`config.mk`:
```
export PLATFORM = sky130hd
export DESIGN_NAME = adc_sar_control
export DESIGN_NICKNAME = d
export VERILOG_FILES = /design/src/pkg/adc_sar_pkg.sv /design/src/hdl/adc_sar_control.sv
export SDC_FILE = /design/constraint.sdc
export NUM_CORES = 1
export LEC_CHECK = 0
export ABC_CLOCK_PERIOD_IN_PS = 2800
export BUFFER_PORTS_ARGS = -buffer_cell sky130_fd_sc_hd__buf_2
export CAP_MARGIN = 20
export CORE_MARGIN = 5
export CORE_UTILIZATION = 40
export DETAILED_ROUTE_END_ITERATION = 16
export SYNTH_ARGS = -nofsm -noshare
export SYNTH_HDL_FRONTEND = slang
export SYNTH_SLANG_ARGS = --single-unit
```
`constraint.sdc`:
```
create_clock -name sys_clk_in -period 2.8 [get_ports sys_clk_in]
set_input_delay 0.28 -clock sys_clk_in [delete_from_list [all_inputs] [get_ports sys_clk_in]]
set_output_delay 0.28 -clock sys_clk_in [all_outputs]
set_load 0.05 [all_outputs]
```
`src/pkg/adc_sar_pkg.sv`:
```
// constants, register map and types for the sar converter control block
package adc_sar_pkg;
  localparam int ADDR_W = 3;
  localparam int DATA_W = 8;
  localparam int RES_W = 10;
  localparam int PIN_COUNT = 13;

  localparam logic [2:0] IDX_CONTROL_CHANNEL = 3'h0;
  localparam logic [2:0] IDX_PIN_REF_CONFIG = 3'h1;
  localparam logic [2:0] IDX_TIMING_FORMAT = 3'h2;
  localparam logic [2:0] IDX_RESULT_HIGH = 3'h3;
  localparam logic [2:0] IDX_RESULT_LOW = 3'h4;
  localparam logic [2:0] IDX_STATUS = 3'h5;

  localparam logic [7:0] RESET_BYTE = 8'h00;
  localparam logic [7:0] MASK_CONTROL_CHANNEL = 8'hbf;
  localparam logic [7:0] MASK_PIN_REF_CONFIG = 8'h3f;
  localparam logic [7:0] MASK_TIMING_FORMAT = 8'hbf;

  localparam int BIT_CALIBRATE_NEXT = 7;
  localparam int BIT_CHAN_LSB = 2;
  localparam int BIT_GO = 1;
  localparam int BIT_CONVERTER_ON = 0;
  localparam int BIT_NEG_REF = 5;
  localparam int BIT_POS_REF = 4;
  localparam int BIT_RESULT_JUSTIFY = 7;
  localparam int BIT_ACQ_LSB = 3;
  localparam int BIT_FLAG = 0;

  localparam logic [3:0] PIN_ALL_ANALOG_MAX = 4'h2;
  localparam logic [3:0] PIN_CODE_BASE = 4'hf;
  localparam logic [12:0] SMALL_PKG_ABSENT = 13'h00e0;

  localparam logic [2:0] CLKSEL_RC_LOW = 3'h3;
  localparam logic [4:0] HOLDOFF_TADS = 5'h02;
  localparam logic [3:0] CONV_LAST_TAD = 4'ha;
  localparam logic [RES_W-1:0] SAR_FIRST_TRIAL = 10'h200;

  // one instruction cycle is four system clocks
  localparam int INSTR_CYCLE_NS = 40;
  localparam int CLK_PERIOD_NS = 10;
  localparam logic [2:0] INSTR_CYCLE_CLKS = 3'(INSTR_CYCLE_NS / CLK_PERIOD_NS);

  typedef enum logic [2:0] {
    ST_IDLE,
    ST_RC_DELAY,
    ST_ACQUIRE,
    ST_CONVERT,
    ST_HOLDOFF
  } state_t;
endpackage

```
`src/hdl/adc_sar_control.sv`:
```
// control logic of the 10-bit successive-approximation converter
// Functional notes
// - with calibrate_next set, the next conversion also runs calibration.
// - channel_select codes 0 to 12 route that channel; 13 to 15 are unimplemented.
// - status bit reads one while converting, zero when idle, if enabled.
// - converter_on enables the module; clearing it turns the module off.
// - reference bits pick supply or external pin for negative and positive references.
// - pin_role_config 0 to 2 all analog; each higher code adds one digital pin.
// - result_justify set gives right justified result, clear gives left justified.
// - acquire_length selects 0,2,4,6,8,12,16 or 20 bit periods.
// - conv_clock_select picks system clock divided by 2..64 or the rc clock.
// - rc clock adds one instruction cycle before the bit clock starts.
// - during sleep conversion continues only when clocked from the rc clock.
// - result is resolved by successive approximation, one bit per bit period.
// - reset returns all registers to reset values and aborts any conversion.
// - completion writes result pair, clears status bit, sets conv_done_flag.
// - nonzero acquire length is inserted between start request and conversion.
// - at least two bit periods pass after a conversion before next acquisition.
// - small package has 10 analog inputs, channels 5 to 7 absent.
// - unimplemented control register bits read zero and ignore writes.
// - clearing status bit mid-conversion aborts; result pair stays unchanged.
// - each conversion takes eleven bit periods.
// - after acquisition conversion starts by itself with no phase indication.
`timescale 1ns/1ps
module adc_sar_control
  import adc_sar_pkg::*;
(
  input  wire logic                        sys_clk_in,
  input  wire logic                        rst_n_in,
  input  wire logic                        ce_in,
  input  wire logic [adc_sar_pkg::ADDR_W-1:0] addr_in,
  input  wire logic [adc_sar_pkg::DATA_W-1:0] wr_data_in,
  input  wire logic                        wr_in,
  input  wire logic                        rd_in,
  output logic      [adc_sar_pkg::DATA_W-1:0] rd_data_out,
  input  wire logic                        comp_in,
  input  wire logic                        rc_tick_in,
  input  wire logic                        sleep_in,
  input  wire logic                        small_pkg_in,
  output logic      [3:0]                  channel_select_out,
  output logic      [adc_sar_pkg::PIN_COUNT-1:0] pin_analog_out,
  output logic                             neg_ref_select_out,
  output logic                             pos_ref_select_out,
  output logic                             sample_out,
  output logic                             calibrate_out,
  output logic      [adc_sar_pkg::RES_W-1:0] dac_code_out,
  output logic                             converter_on_out,
  output logic                             conv_done_flag_out
);
  import adc_sar_pkg::*;

  typedef struct packed {
    state_t                 state;
    logic [7:0]             ctrl;
    logic [7:0]             pincfg;
    logic [7:0]             timing;
    logic [7:0]             res_hi;
    logic [7:0]             res_lo;
    logic                   flag;
    logic [5:0]             presc;
    logic [4:0]             tad_cnt;
    logic [3:0]             conv_cnt;
    logic [2:0]             delay_cnt;
    logic [RES_W-1:0]       sar;
    logic [7:0]             rd_data;
    logic                   sample;
    logic                   cal;
    logic [PIN_COUNT-1:0]   analog;
  } regs_t;

  regs_t st_reg;
  regs_t st_next;

  // prescaler terminal count for a divided bit clock
  function automatic logic [5:0] div_limit(input logic [2:0] sel);
    case (sel)
      3'h0:    div_limit = 6'h01;
      3'h1:    div_limit = 6'h07;
      3'h2:    div_limit = 6'h1f;
      3'h4:    div_limit = 6'h03;
      3'h5:    div_limit = 6'h0f;
      3'h6:    div_limit = 6'h3f;
      default: div_limit = 6'h00;
    endcase
  endfunction

  function automatic logic [4:0] acq_tads(input logic [2:0] sel);
    case (sel)
      3'h0:    acq_tads = 5'h00;
      3'h1:    acq_tads = 5'h02;
      3'h2:    acq_tads = 5'h04;
      3'h3:    acq_tads = 5'h06;
      3'h4:    acq_tads = 5'h08;
      3'h5:    acq_tads = 5'h0c;
      3'h6:    acq_tads = 5'h10;
      default: acq_tads = 5'h14;
    endcase
  endfunction

  function automatic logic is_rc(input logic [2:0] sel);
    is_rc = (sel[1:0] == CLKSEL_RC_LOW[1:0]);
  endfunction

  // code n above 2 turns the top n-2 pins digital
  function automatic logic [PIN_COUNT-1:0] pin_mask(input logic [3:0] code,
                                                    input logic       small_pkg);
    logic [PIN_COUNT-1:0] m;
    logic [3:0]           lim;
    m   = '0;
    lim = PIN_CODE_BASE - code;
    for (int i = 0; i < PIN_COUNT; i++) begin
      m[i] = (code <= PIN_ALL_ANALOG_MAX) || (4'(i) < lim);
    end
    if (small_pkg) begin
      m = m & ~SMALL_PKG_ABSENT;
    end
    pin_mask = m;
  endfunction

  logic       on_bit;
  logic       go_bit;
  logic [2:0] clk_sel;
  logic [2:0] acq_sel;
  logic       rc_sel;
  logic       tick;
  logic       presc_run;
  logic [3:0] bit_idx;

  always_comb begin
    on_bit  = st_reg.ctrl[BIT_CONVERTER_ON];
    go_bit  = st_reg.ctrl[BIT_GO];
    clk_sel = st_reg.timing[2:0];
    acq_sel = st_reg.timing[BIT_ACQ_LSB +: 3];
    rc_sel  = is_rc(clk_sel);
    bit_idx = CONV_LAST_TAD - st_reg.conv_cnt;
    // system clock stops in sleep, so only the rc clock keeps ticking
    presc_run = (st_reg.state == ST_ACQUIRE) || (st_reg.state == ST_CONVERT)
                || (st_reg.state == ST_HOLDOFF);
    if (rc_sel) begin
      tick = presc_run && rc_tick_in;
    end else begin
      tick = presc_run && !sleep_in && (st_reg.presc == div_limit(clk_sel));
    end
  end

  always_comb begin
    st_next = st_reg;
    st_next.rd_data = '0;

    // register writes
    if (wr_in) begin
      unique case (addr_in)
        IDX_CONTROL_CHANNEL: begin
          // go may only be raised once the module was already on
          st_next.ctrl = wr_data_in & MASK_CONTROL_CHANNEL;
          st_next.ctrl[BIT_GO] = wr_data_in[BIT_GO] && (go_bit || on_bit);
        end
        IDX_PIN_REF_CONFIG: st_next.pincfg = wr_data_in & MASK_PIN_REF_CONFIG;
        IDX_TIMING_FORMAT:  st_next.timing = wr_data_in & MASK_TIMING_FORMAT;
        IDX_RESULT_HIGH:    st_next.res_hi = wr_data_in;
        IDX_RESULT_LOW:     st_next.res_lo = wr_data_in;
        IDX_STATUS: begin
          if (!wr_data_in[BIT_FLAG]) begin
            st_next.flag = 1'b0;
          end
        end
        default: ;
      endcase
    end

    // prescaler restarts on every bit tick and is held at zero outside the clocked phases
    if (tick || !presc_run) begin
      st_next.presc = '0;
    end else if (!sleep_in) begin
      st_next.presc = st_reg.presc + 6'h01;
    end

    unique case (st_reg.state)
      ST_IDLE: begin
        if (on_bit && st_next.ctrl[BIT_GO]) begin
          st_next.tad_cnt = '0;
          st_next.conv_cnt = '0;
          st_next.delay_cnt = '0;
          if (rc_sel) begin
            st_next.state = ST_RC_DELAY;
          end else if (acq_tads(acq_sel) != 5'h00) begin
            st_next.state = ST_ACQUIRE;
          end else begin
            st_next.state = ST_CONVERT;
          end
        end
      end
      ST_RC_DELAY: begin
        st_next.delay_cnt = st_reg.delay_cnt + 3'h1;
        if (st_reg.delay_cnt == INSTR_CYCLE_CLKS - 3'h1) begin
          st_next.state = (acq_tads(acq_sel) != 5'h00) ? ST_ACQUIRE : ST_CONVERT;
        end
      end
      ST_ACQUIRE: begin
        if (tick) begin
          st_next.tad_cnt = st_reg.tad_cnt + 5'h01;
          if (st_reg.tad_cnt + 5'h01 >= acq_tads(acq_sel)) begin
            st_next.state = ST_CONVERT;
            st_next.tad_cnt = '0;
          end
        end
      end
      ST_CONVERT: begin
        if (tick) begin
          st_next.conv_cnt = st_reg.conv_cnt + 4'h1;
          if (st_reg.conv_cnt == 4'h0) begin
            st_next.sar = SAR_FIRST_TRIAL;
          end else begin
            // keep the trial bit only if the input is at or above it
            if (!comp_in) begin
              st_next.sar[bit_idx] = 1'b0;
            end
            if (bit_idx != 4'h0) begin
              st_next.sar[bit_idx - 4'h1] = 1'b1;
            end
          end
          if (st_reg.conv_cnt == CONV_LAST_TAD) begin
            st_next.state = ST_HOLDOFF;
            st_next.tad_cnt = '0;
            st_next.ctrl[BIT_GO] = 1'b0;
            st_next.flag = 1'b1;
            if (st_reg.timing[BIT_RESULT_JUSTIFY]) begin
              {st_next.res_hi, st_next.res_lo} = {6'h00, st_next.sar};
            end else begin
              {st_next.res_hi, st_next.res_lo} = {st_next.sar, 6'h00};
            end
          end
        end
      end
      ST_HOLDOFF: begin
        if (tick) begin
          st_next.tad_cnt = st_reg.tad_cnt + 5'h01;
          if (st_reg.tad_cnt + 5'h01 >= HOLDOFF_TADS) begin
            st_next.state = ST_IDLE;
          end
        end
      end
      default: st_next.state = ST_IDLE;
    endcase

    // software clearing go abandons the sequence without touching the result
    if ((st_reg.state == ST_RC_DELAY || st_reg.state == ST_ACQUIRE
         || st_reg.state == ST_CONVERT) && !st_next.ctrl[BIT_GO]
        && st_next.state != ST_HOLDOFF) begin
      st_next.state = ST_HOLDOFF;
      st_next.tad_cnt = '0;
    end

    if (!st_next.ctrl[BIT_CONVERTER_ON]) begin
      st_next.state = ST_IDLE;
      st_next.ctrl[BIT_GO] = 1'b0;
    end

    // reads answer in the following cycle only
    if (rd_in) begin
      unique case (addr_in)
        IDX_CONTROL_CHANNEL: begin
          st_next.rd_data = st_reg.ctrl;
          st_next.rd_data[BIT_GO] = go_bit && on_bit;
        end
        IDX_PIN_REF_CONFIG: st_next.rd_data = st_reg.pincfg;
        IDX_TIMING_FORMAT:  st_next.rd_data = st_reg.timing;
        IDX_RESULT_HIGH:    st_next.rd_data = st_reg.res_hi;
        IDX_RESULT_LOW:     st_next.rd_data = st_reg.res_lo;
        IDX_STATUS:         st_next.rd_data = {7'h00, st_reg.flag};
        default:            st_next.rd_data = '0;
      endcase
    end

    st_next.sample = st_next.ctrl[BIT_CONVERTER_ON] && (st_next.state != ST_CONVERT);
    st_next.cal = st_next.ctrl[BIT_CALIBRATE_NEXT] && (st_next.state == ST_CONVERT);
    st_next.analog = pin_mask(st_next.pincfg[3:0], small_pkg_in);
  end

  always_ff @(posedge sys_clk_in) begin
    if (!rst_n_in) begin
      st_reg <= '0;
    end else if (ce_in) begin
      st_reg <= st_next;
    end
  end

  always_comb begin
    rd_data_out        = st_reg.rd_data;
    channel_select_out = st_reg.ctrl[BIT_CHAN_LSB +: 4];
    pin_analog_out     = st_reg.analog;
    neg_ref_select_out = st_reg.pincfg[BIT_NEG_REF];
    pos_ref_select_out = st_reg.pincfg[BIT_POS_REF];
    sample_out         = st_reg.sample;
    calibrate_out      = st_reg.cal;
    dac_code_out       = st_reg.sar;
    converter_on_out   = st_reg.ctrl[BIT_CONVERTER_ON];
    conv_done_flag_out = st_reg.flag;
  end
endmodule

```
==> metrics, run 1 <==
Seq cells post-synth 91; mux contribution to synthesized area 0.0540; Port Buf Inserts 60; Async S/R FF share, synth 0; maximum vdd drop about 0.24 mV; WL/cell roughly 18 um; critical path data required time 3.07 ns; DRT Wirelength between 15 and 20 mm; # DRC 0; routability cong. between 0.9 and 1; fin. max-slew vios 0; sw frac 0.248; Tot GR Track Use 0.201; ranking of synthesized cells by instance count 91 x dfxtp_1, 77 x nand2_1, 60 x a21oi_1, 52 x nor2_1, 40 x nand3_1; Post-Syn Nets between 700 and 800; Yosys top cell area share 0.316; RSZ-0062 raised after global routing false; Detailed Routing Iterations Pass 1 5; clk root buf clkbuf_16; Die Area between 15000 and 20000 um2; internal power ~0.0022 W; Clock Latency Late Sink about 0.34 ns; cell family with the largest share of critical-path delay compound AO/OA/AOI/OAI gates; status finished, final reports clean; Hold Startpoint small_pkg_in; Die W around 130 um; Cells after Synth about 700; P_sw between 0.0007 and 0.0008 W; DRT antenna net count 0; register area share after synthesis 0.316; most frequent CP cell ha_1; Final min period 2.66 ns; Syn Area/Cell between 8 and 9 um2; Setup-failing EPs final 0; largest family of logic cells by synthesized area compound AO/OA/AOI/OAI gates; Bufs and invs on worst path 2; Syn. warnings 0; Hold Crit Endpoint pin_analog_out[7]; Overflow after GRT 0; Die Height ~130 um; data arrival time of the critical path 2.92 ns; compound-gate portion of the synthesized area 0.255; htree depth 3; Max Cap Viol 0; Top-Level Pins 61; Mapped Area about 5800 um2; Main synth FF type dfxtp_1; Synth area leader dfxtp_1; number of flip-flops in the largest register 43; peak per-stage delay on the critical path roughly 0.38 ns; Crit Path Max Fanout 6; leakage dissipation between 2 and 2.5 nW; post-synthesis adder-cell area fraction 0.0456; Worst R2R Setup Slack around 0.14 ns; TritonCTS clock tree built; layout cells sized above 1 0.210; power share of the sequential group 0.452; First DRT Iteration DRCs around 540; Slew headroom 0.572; post-synthesis xor/xnor area fraction 0.0193; Worst Setup End Kind flip-flop; worst r2r src st_reg[40]; Via density approximately 6; vias in the first global route 5122; reg-to-reg endpoint st_reg[42]; setup total negative slack 0 ns; count of cell types in the netlist 84; PwrDens between 400 and 500 nW/um2; Non-Filler Instances 910; vias around 5400; DP Cell Count a little under 900; first-pass GRT wire length around 27 mm; CTS Buf Count 9; Final Skew approximately 0.007 ns; slowest CP cell a211oi_1; Crit Path Category reg -> reg; number of synthesized flops with an enable pin 0; Clock power frac 0.447; HP Class in -> reg; dpl hpwl ~12 mm; starting utilization of the core area 0.412; combinational share of power 0.100; Hold Buf Count CTS 0; pin count of the biggest net entering global routing a little over 60; Clock Pin Slew Worst Setup and Hold Paths about 0.06 ns; CTS Buffer Depth 2; Area contributors post-synth dfxtp_1 32%, a21oi_1 5.2%, nand2_1 5.0%; final hold vios 0; # fillers between 1000 and 1500; area grow syn2layout 11.8%; Cell Rows 43; Core Util, Final 0.461; FMAX 376 MHz; R2R depth 11; final worst-path cycle share 0.949; Nets between 700 and 800; Startpoint Class flip-flop; clk sink count between 90 and 100; number of diodes 0; Hold Crit Depth 3; Pwr Total between 0.002 and 0.003 W; simple-gate portion of the synthesized area 0.222; CP cell instances ha_1 -> inv_1 -> ha_1 -> a21bo_2 -> a21o_1 -> a211oi_1 -> o21ai_0 -> a211oi_2 -> buf_4 -> a41oi_1 -> o211ai_1; Placeable Area roughly 14000 um2; initial antenna violation count 0; leading cell type by number of instances after synthesis dfxtp_1; Worst-Margin Slew approximately 0.64 ns
[power by group through the flow]
stage / sequential [W] / combinational [W] / clock, W
finish: 0.00134 / 0.000298 / 0.00133
global placement: 0.00137 / 0.000291 / 0
CTS: 0.00134 / 0.000294 / 0.00135
detailed placement: 0.00137 / 0.000293 / 0
floorplan: 0.00137 / 0.000206 / 0
global route: 0.00134 / 0.000319 / 0.00142
[repair_timing]
item,CTS,global route
buffers inserted,0,2
gates resized for setup,0,9
endpoints found under the setup margin,0,23
[cell type report]
| class | instances | area, um2 | share of cell area |
|---|---|---|---|
| clock inverter | 2 | 60.1 | 0.00931 |
| sequential | 91 | 1820 | 0.283 |
| inverter | 22 | 82.6 | 0.0128 |
| tap | 180 | 225 | 0.0349 |
| multi-input combinational | 515 | 3480 | 0.539 |
| timing repair buffer | 88 | 523 | 0.0811 |
| clock buffer | 12 | 256 | 0.0398 |
[worst max path at each step]
stage                          start    endpoint  slack, ns  cells past startpoint
after detailed placement  clk_sel[1]  st_reg[64]       0.07                      9
final                     st_reg[40]  st_reg[42]       0.14                     11
after CTS                 clk_sel[1]  st_reg[62]       0.07                     10
after floorplan           st_reg[40]  st_reg[42]       0.39                     10
after global placement    st_reg[40]  st_reg[42]       0.19                     11
after global routing      st_reg[40]  st_reg[42]       0.01                     11
[worst reg2reg max path: cells and delay by family (launching register included)]
family | cells | cell delay (ns)
AOI/OAI and AO/OA | 7 | 1.43
adders and majority gates | 2 | 0.59
buffers and inverters | 2 | 0.21
DFF | 1 | 0.36
[through the flow]
stage	worst slack, ns	cell area (um2)	hold slack [ns]
after floorplan	0.388	5770	0.418
after global placement	0.191	6070	0.447
after detailed placement	0.0713	6070	0.452
after CTS	0.0724	6390	0.214
after global routing	0.0129	6450	0.231
final	0.142	6450	0.225
[kinds of logic (layout without fill, tap and decap cells)]
family,count (synthesis),after routing
simple gates,251,251
compound gates,202,202
buf+inv,96,124
flops,91,91
mux,30,30
fa+ha+maj,21,21
xor+xnor,11,11
[layer usage]
layer	GRT usage	vias to the layer above	wire length [um]
met2	0.315	200	7600
met3	0.0528	15	1150
li1	-	2588	-
met5	0	-	0
met4	0.0452	0	175
met1	0.277	2557	7730
[cell usage in the layout, fill, tap and decap left out, types with 4 or more instances in the layout]
| cell type | instances |
|---|---|
| a22oi_1 | 14 |
| dfxtp_1 | 89 |
| and3_1 | 6 |
| or2_2 | 4 |
| a221o_1 | 4 |
| buf_2 | 60 |
| nand3_1 | 40 |
| o22ai_1 | 4 |
| o31ai_2 | 6 |
| ha_1 | 21 |
| xor2_1 | 5 |
| nand4_1 | 12 |
| mux2_2 | 9 |
| inv_1 | 21 |
| clkbuf_16 | 9 |
| nor2b_1 | 7 |
| nor3_1 | 9 |
| mux2i_1 | 21 |
| nand2_1 | 76 |
| o31ai_1 | 11 |
| a31oi_1 | 7 |
| nand2b_1 | 16 |
| a22o_1 | 4 |
| o21ai_1 | 6 |
| a211oi_1 | 5 |
| buf_4 | 27 |
| a21oi_1 | 60 |
| nor2_1 | 52 |
| o21ai_0 | 28 |
| o211ai_1 | 8 |
(Power assumes the default switching activity.)
==> run 2: changes to the inputs <==
--- a/config.mk
+++ b/config.mk
@@ -8,9 +8,9 @@
 export ABC_CLOCK_PERIOD_IN_PS = 2800
 export BUFFER_PORTS_ARGS = -buffer_cell sky130_fd_sc_hd__buf_2
 export CAP_MARGIN = 20
-export CORE_MARGIN = 5
 export CORE_UTILIZATION = 40
 export DETAILED_ROUTE_END_ITERATION = 16
 export SYNTH_ARGS = -nofsm -noshare
 export SYNTH_HDL_FRONTEND = slang
 export SYNTH_SLANG_ARGS = --single-unit
+export TNS_END_PERCENT = 10
==> constraint.sdc (replaced) <==
create_clock -name sys_clk_in -period 2.8 [get_ports sys_clk_in]
set_input_delay 0.42 -clock sys_clk_in [delete_from_list [all_inputs] [get_ports sys_clk_in]]
set_output_delay 0.42 -clock sys_clk_in [all_outputs]
set_load 0.05 [all_outputs]
==> metrics, run 2 (same netlist as run 1, synthesis figures left out) <==
power share of the sequential group 0.467 (+0.015); DRT Wirelength 16.4 mm (-1.4%); crit path from clk_sel[0]; Final min period 2.71 ns (+0.0545 ns); Core Util, Final 0.459 (-0.00179); first-pass GRT wire length 26.5 mm (-2.1%); Placement Setup Slack 0.0919 ns (+0.0206 ns); Overflow after GRT 0 (unchanged); Hold Crit Depth 3 (unchanged); TritonCTS clock tree built; met2 Usage GRT 0.355 (+0.0398); combinational share of power 0.104 (+0.004); data arrival time of the critical path 2.96 ns (+0.04 ns); CTS Buf Count 9 (unchanged); Detailed Routing Iterations Pass 1 5 (unchanged); final worst-path cycle share 0.969 (+0.0195); # DRC 0 (unchanged); layout cells sized above 1 0.217 (+0.00762); internal power 0.00210 W (-5.6%); status finished, final reports clean; Clock Latency Late Sink 0.35 ns (about the same); WL/cell 18.0 um (-1.6%); area occupied by multi-input gates 3490 um2 (+0.25%); Via density 5.89 (about the same); Die Area 14900 um2 (-12%); fin. max-slew vios 0 (unchanged); maximum vdd drop 0.321 mV (+34%); Clock power frac 0.429 (-0.018); number of diodes 0 (unchanged); CTS Buffer Depth 2 (unchanged); GR Layer Usage met1 0.312 (+0.0341); starting utilization of the core area 0.412 (unchanged); clk sink count 91 (unchanged); Die Height 122 um (-6.2%); Crit Path Max Fanout 7 (+1); htree depth 3 (unchanged); Most Crowded Layer GR met2; Setup-failing EPs final 0 (unchanged); R2R depth 9 (-2); Hold Startpoint small_pkg_in; Crit Path Category reg -> reg; Hold Crit Endpoint pin_analog_out[7]; Clock Pin Slew Worst Setup and Hold Paths 0.07 ns (about the same); Placeable Area 14000 um2 (unchanged); # fillers 1377 (-1.4%); DRT antenna net count 0 (unchanged); HP Class in -> reg; vias in the first global route 5018 (-2.0%); Worst R2R Setup Slack 0.09 ns (-0.05 ns); Port Buf Inserts 60 (unchanged); Slew headroom 0.620 (+0.0481); number of flip-flops in the largest register 43 (unchanged); Tot GR Track Use 0.229 (+0.0281); area grow syn2layout 11.4%; Die W 122 um (-6.2%); final setup margin 0.0870 ns (-0.0545 ns); routability cong. 0.937 (+1.8%); FF/Latch Area 1820 um2 (unchanged); vias 5369 (+0.17%); RSZ-0062 raised after global routing true; Max Cap Viol 0 (unchanged); Startpoint Class flip-flop; worst r2r src clk_sel[0]; Cell Rows 43 (unchanged); critical path data required time 3.04 ns (-0.03 ns); leakage dissipation 2.45 nW (+0.82%); met3 GRT Util 0.0492 (-0.00365); Final Skew 0.00546 ns (-0.00142 ns); Worst Setup End Kind flip-flop; initial antenna violation count 0 (unchanged); Worst-Margin Slew 0.565 ns (-0.0772 ns); clk root buf clkbuf_16; First DRT Iteration DRCs 535 (-1.7%); Nets 768 (unchanged); PwrDens 446 nW/um2 (-2.8%); reg-to-reg endpoint calibrate_out; most frequent cells in the layout 89 x dfxtp_1, 76 x nand2_1, 60 x a21oi_1, 60 x buf_2, 51 x nor2_1; dpl hpwl 12.1 mm (-1.7%); P_sw 0.000766 W (+4.0%); leading cell type in the layout, fill and taps excluded dfxtp_1; hold_ws 0.356 ns (+0.131 ns); FMAX 369 MHz (-2.0%); final hold vios 0 (unchanged); Top-Level Pins 61 (unchanged); pin count of the biggest net entering global routing 49 (-20%); sw frac 0.267 (+0.0186)
run 2: area by class of cell:
cell class,instances,area share
tap,180,0.0351
clock inverter,5,0.00974
timing repair buffer,88,0.0795
multi-input combinational,515,0.543
clock buffer,11,0.0362
sequential,91,0.284
inverter,22,0.0129
run 2: repair_timing:
action	4_1_cts	5_1_grt
setup buffers	0	0
hold buffers	0	0
resized for setup	0	13
endpoints found under the setup margin	0	21
run 2: how the worst max path moves through the flow:
| stage | to | slack, ns | cells after the start |
|---|---|---|---|
| floorplan | st_reg[42] | 0.39 | 10 |
| global placement | st_reg[64] | 0.23 | 9 |
| detailed placement | calibrate_out | 0.09 | 9 |
| CTS | calibrate_out | 0.08 | 9 |
| global route | st_reg[93] | -0.05 | 9 |
| finish | calibrate_out | 0.09 | 9 |
run 2: worst max-delay path: stages (launching register included):
cell and delay [ns]:
dfxtp_1 0.44, inv_1 0.11, ha_1 0.25, nor4bb_1 0.27
a211oi_1 0.10, o32ai_2 0.29, a31oi_4 0.24, o311ai_2 0.44
nand3_1 0.18, a32o_1 0.29
run 2: metal layers:
metal,vias up,share of wire
met5,-,0
met4,0,0.020
met3,24,0.066
met2,185,0.45
met1,2577,0.46
li1,2583,-
run 2: through the flow:
| stage | instances | area, um2 | TNS (ns) | total power [W] |
|---|---|---|---|---|
| after floorplan | 702 | 5770 | 0 | 0.00158 |
| after global placement | 896 | 6070 | 0 | 0.00166 |
| after detailed placement | 896 | 6070 | 0 | 0.00166 |
| after CTS | 912 | 6370 | 0 | 0.00289 |
| after global routing | 912 | 6420 | -0.129 | 0.00297 |
| final | 912 | 6420 | 0 | 0.00287 |
run 2: power by group through the flow:
| stage | registers, W | logic [W] | clock network (W) |
|---|---|---|---|
| after floorplan | 0.00137 | 0.000206 | 0 |
| after global placement | 0.00137 | 0.000289 | 0 |
| after detailed placement | 0.00137 | 0.000292 | 0 |
| after CTS | 0.00134 | 0.000293 | 0.00126 |
| after global routing | 0.00134 | 0.000319 | 0.00131 |
| final | 0.00134 | 0.000298 | 0.00123 |
==> run 3: changes to the inputs <==
--- a/config.mk
+++ b/config.mk
@@ -8,6 +8,7 @@
 export ABC_CLOCK_PERIOD_IN_PS = 2800
 export BUFFER_PORTS_ARGS = -buffer_cell sky130_fd_sc_hd__buf_2
 export CAP_MARGIN = 20
+export CORE_ASPECT_RATIO = 1.5
 export CORE_UTILIZATION = 40
 export DETAILED_ROUTE_END_ITERATION = 16
 export SYNTH_ARGS = -nofsm -noshare
==> metrics, run 3 (same netlist as run 1, synthesis figures left out) <==
dpl hpwl 12.4 mm (+2.8%); sw frac 0.284 (+0.0174); worst r2r src clk_sel[0]; Die Height 149 um (+22%); Worst-Margin Slew 0.556 ns (-0.00817 ns); Hold Startpoint small_pkg_in; final worst-path cycle share 0.939 (-0.0294); Slew headroom 0.629 (+0.00943); starting utilization of the core area 0.410 (-0.00205); RSZ-0062 raised after global routing false; clk sink count 91 (unchanged); FF/Latch Area 1820 um2 (-0.14%); final hold vios 0 (unchanged); DRT antenna net count 0 (unchanged); leakage dissipation 2.44 nW (-0.46%); area occupied by multi-input gates 3450 um2 (-1.1%); TritonCTS clock tree built; most frequent cells in the layout 91 x dfxtp_1, 77 x nand2_1, 60 x a21oi_1, 60 x buf_2, 51 x nor2_1; Core Util, Final 0.458 (-0.00131); Die W 100 um (-18%); cell family with the largest share of critical-path delay compound AO/OA/AOI/OAI gates; leading cell type in the layout, fill and taps excluded dfxtp_1; status finished, final reports clean; Startpoint Class flip-flop; Via density 5.74 (-2.4%); Port Buf Inserts 60 (unchanged); PwrDens 441 nW/um2 (-1.3%); data arrival time of the critical path 2.87 ns (-0.09 ns); First DRT Iteration DRCs 390 (-27%); DRT Wirelength 16.4 mm (-0.28%); Crit Path Max Fanout 13 (+6); routability cong. 0.918 (-2.0%); pin count of the biggest net entering global routing 33 (-33%); Worst R2R Setup Slack 0.17 ns (+0.08 ns); Hold Crit Depth 3 (unchanged); Clock Latency Late Sink 0.35 ns (about the same); Final Skew 0.0120 ns (+0.00650 ns); Cell Rows 53 (+23%); Clock power frac 0.424 (-0.005); critical path data required time 3.03 ns (about the same); Bufs and invs on worst path 2 (+1); Clock Pin Slew Worst Setup and Hold Paths 0.08 ns (about the same); Nets 774 (+0.78%); CTS Buf Count 9 (unchanged); Worst Setup End Kind flip-flop; initial antenna violation count 0 (unchanged); Placeable Area 14100 um2 (+0.50%); # fillers 1426 (+3.6%); clk root buf clkbuf_16; Detailed Routing Iterations Pass 1 5 (unchanged); WL/cell 17.6 um (-2.2%); internal power 0.00203 W (-3.5%); fin. max-slew vios 0 (unchanged); number of diodes 0 (unchanged); layout cells sized above 1 0.214 (-0.00312); # DRC 0 (unchanged); number of flip-flops in the largest register 43 (unchanged); P_sw 0.000806 W (+5.3%); Hold Crit Endpoint pin_analog_out[7]; area grow syn2layout 11.6%; maximum vdd drop 0.245 mV (-24%); vias 5341 (-0.52%); peak per-stage delay on the critical path 0.38 ns (-0.06 ns); vias in the first global route 5199 (+3.6%); first-pass GRT wire length 26.6 mm (+0.52%); CTS Buffer Depth 2 (unchanged); HP Class in -> reg; combinational share of power 0.105 (about the same); Tot GR Track Use 0.226 (-0.00292); Max Cap Viol 0 (unchanged); CP cell instances inv_1 -> ha_1 -> nor4bb_1 -> a211oi_1 -> o32ai_2 -> a31o_4 -> and2_1 -> buf_4 -> nor3_1 -> a221o_1; Pwr Total 0.00284 W (-1.1%); Hold Buf Count CTS 0 (unchanged); slowest CP cell dfxtp_1; R2R depth 10 (+1); Top-Level Pins 61 (unchanged); power share of the sequential group 0.472 (+0.005); FMAX 380 MHz (+3.1%); htree depth 3 (unchanged); Setup-failing EPs final 0 (unchanged); reg-to-reg endpoint st_reg[58]; Overflow after GRT 0 (unchanged); Crit Path Category reg -> reg; setup total negative slack 0 ns (unchanged); Die Area 14900 um2 (about the same); Final min period 2.63 ns (-0.0824 ns)
[run 3: cell count changes in the layout (fill, tap and decap cells not counted), moves of 2 or more]
cell,change
inv_8,+2
dfxtp_2,-2
clkbuf_1,-2
dfxtp_1,+2
buf_4,+6
[run 3: worst max-delay path by stage]
stage               cells past startpoint    endpoint        from  slack, ns
finish                                 10  st_reg[58]  clk_sel[0]       0.17
global route                            9  st_reg[62]  clk_sel[0]       0.03
CTS                                    11  st_reg[42]  st_reg[40]       0.16
detailed placement                      9  st_reg[60]  clk_sel[0]       0.18
global placement                       10  st_reg[42]  st_reg[40]       0.27
floorplan                              10  st_reg[42]  st_reg[40]       0.39
[run 3: what timing repair did]
item	in CTS	in global routing
endpoints found under the setup margin	0	6
setup buffers	0	0
gates resized for setup	0	3
[run 3: layout make-up]
type                            count  area share
Inverter                           22      0.0128
Timing Repair Buffer               94      0.0863
Tap cell                          192      0.0373
Multi-Input combinational cell    515       0.535
Clock buffer                        9      0.0350
Sequential cell                    91       0.283
Clock inverter                      7      0.0101
[run 3: worst min-delay path, cell delays in order]
cell and delay [ns]:
buf_2 0.09, nand3b_1 0.10, a21oi_1 0.06
[run 3: routing by layer]
layer	track usage	vias up	wire [um]
met5	0	-	0
li1	-	2602	-
met3	0.0276	35	665
met2	0.396	166	8250
met4	0.102	0	492
met1	0.274	2538	6970
[run 3: power groups by stage]
stage	clock network (W)	logic (W)	registers [W]
floorplan	0	0.000206	0.00137
global placement	0	0.000291	0.00137
detailed placement	0	0.000295	0.00137
finish	0.00120	0.000297	0.00134
CTS	0.00123	0.000296	0.00134
global route	0.00128	0.000319	0.00134
[run 3: per-stage QoR]
step	area, um2	hold WS, ns	setup WS (ns)	instances
CTS	6420	0.358	0.160	930
finish	6440	0.368	0.169	930
floorplan	5770	0.430	0.388	702
detailed placement	6130	0.452	0.183	914
global route	6440	0.374	0.0260	930
global placement	6130	0.448	0.272	914
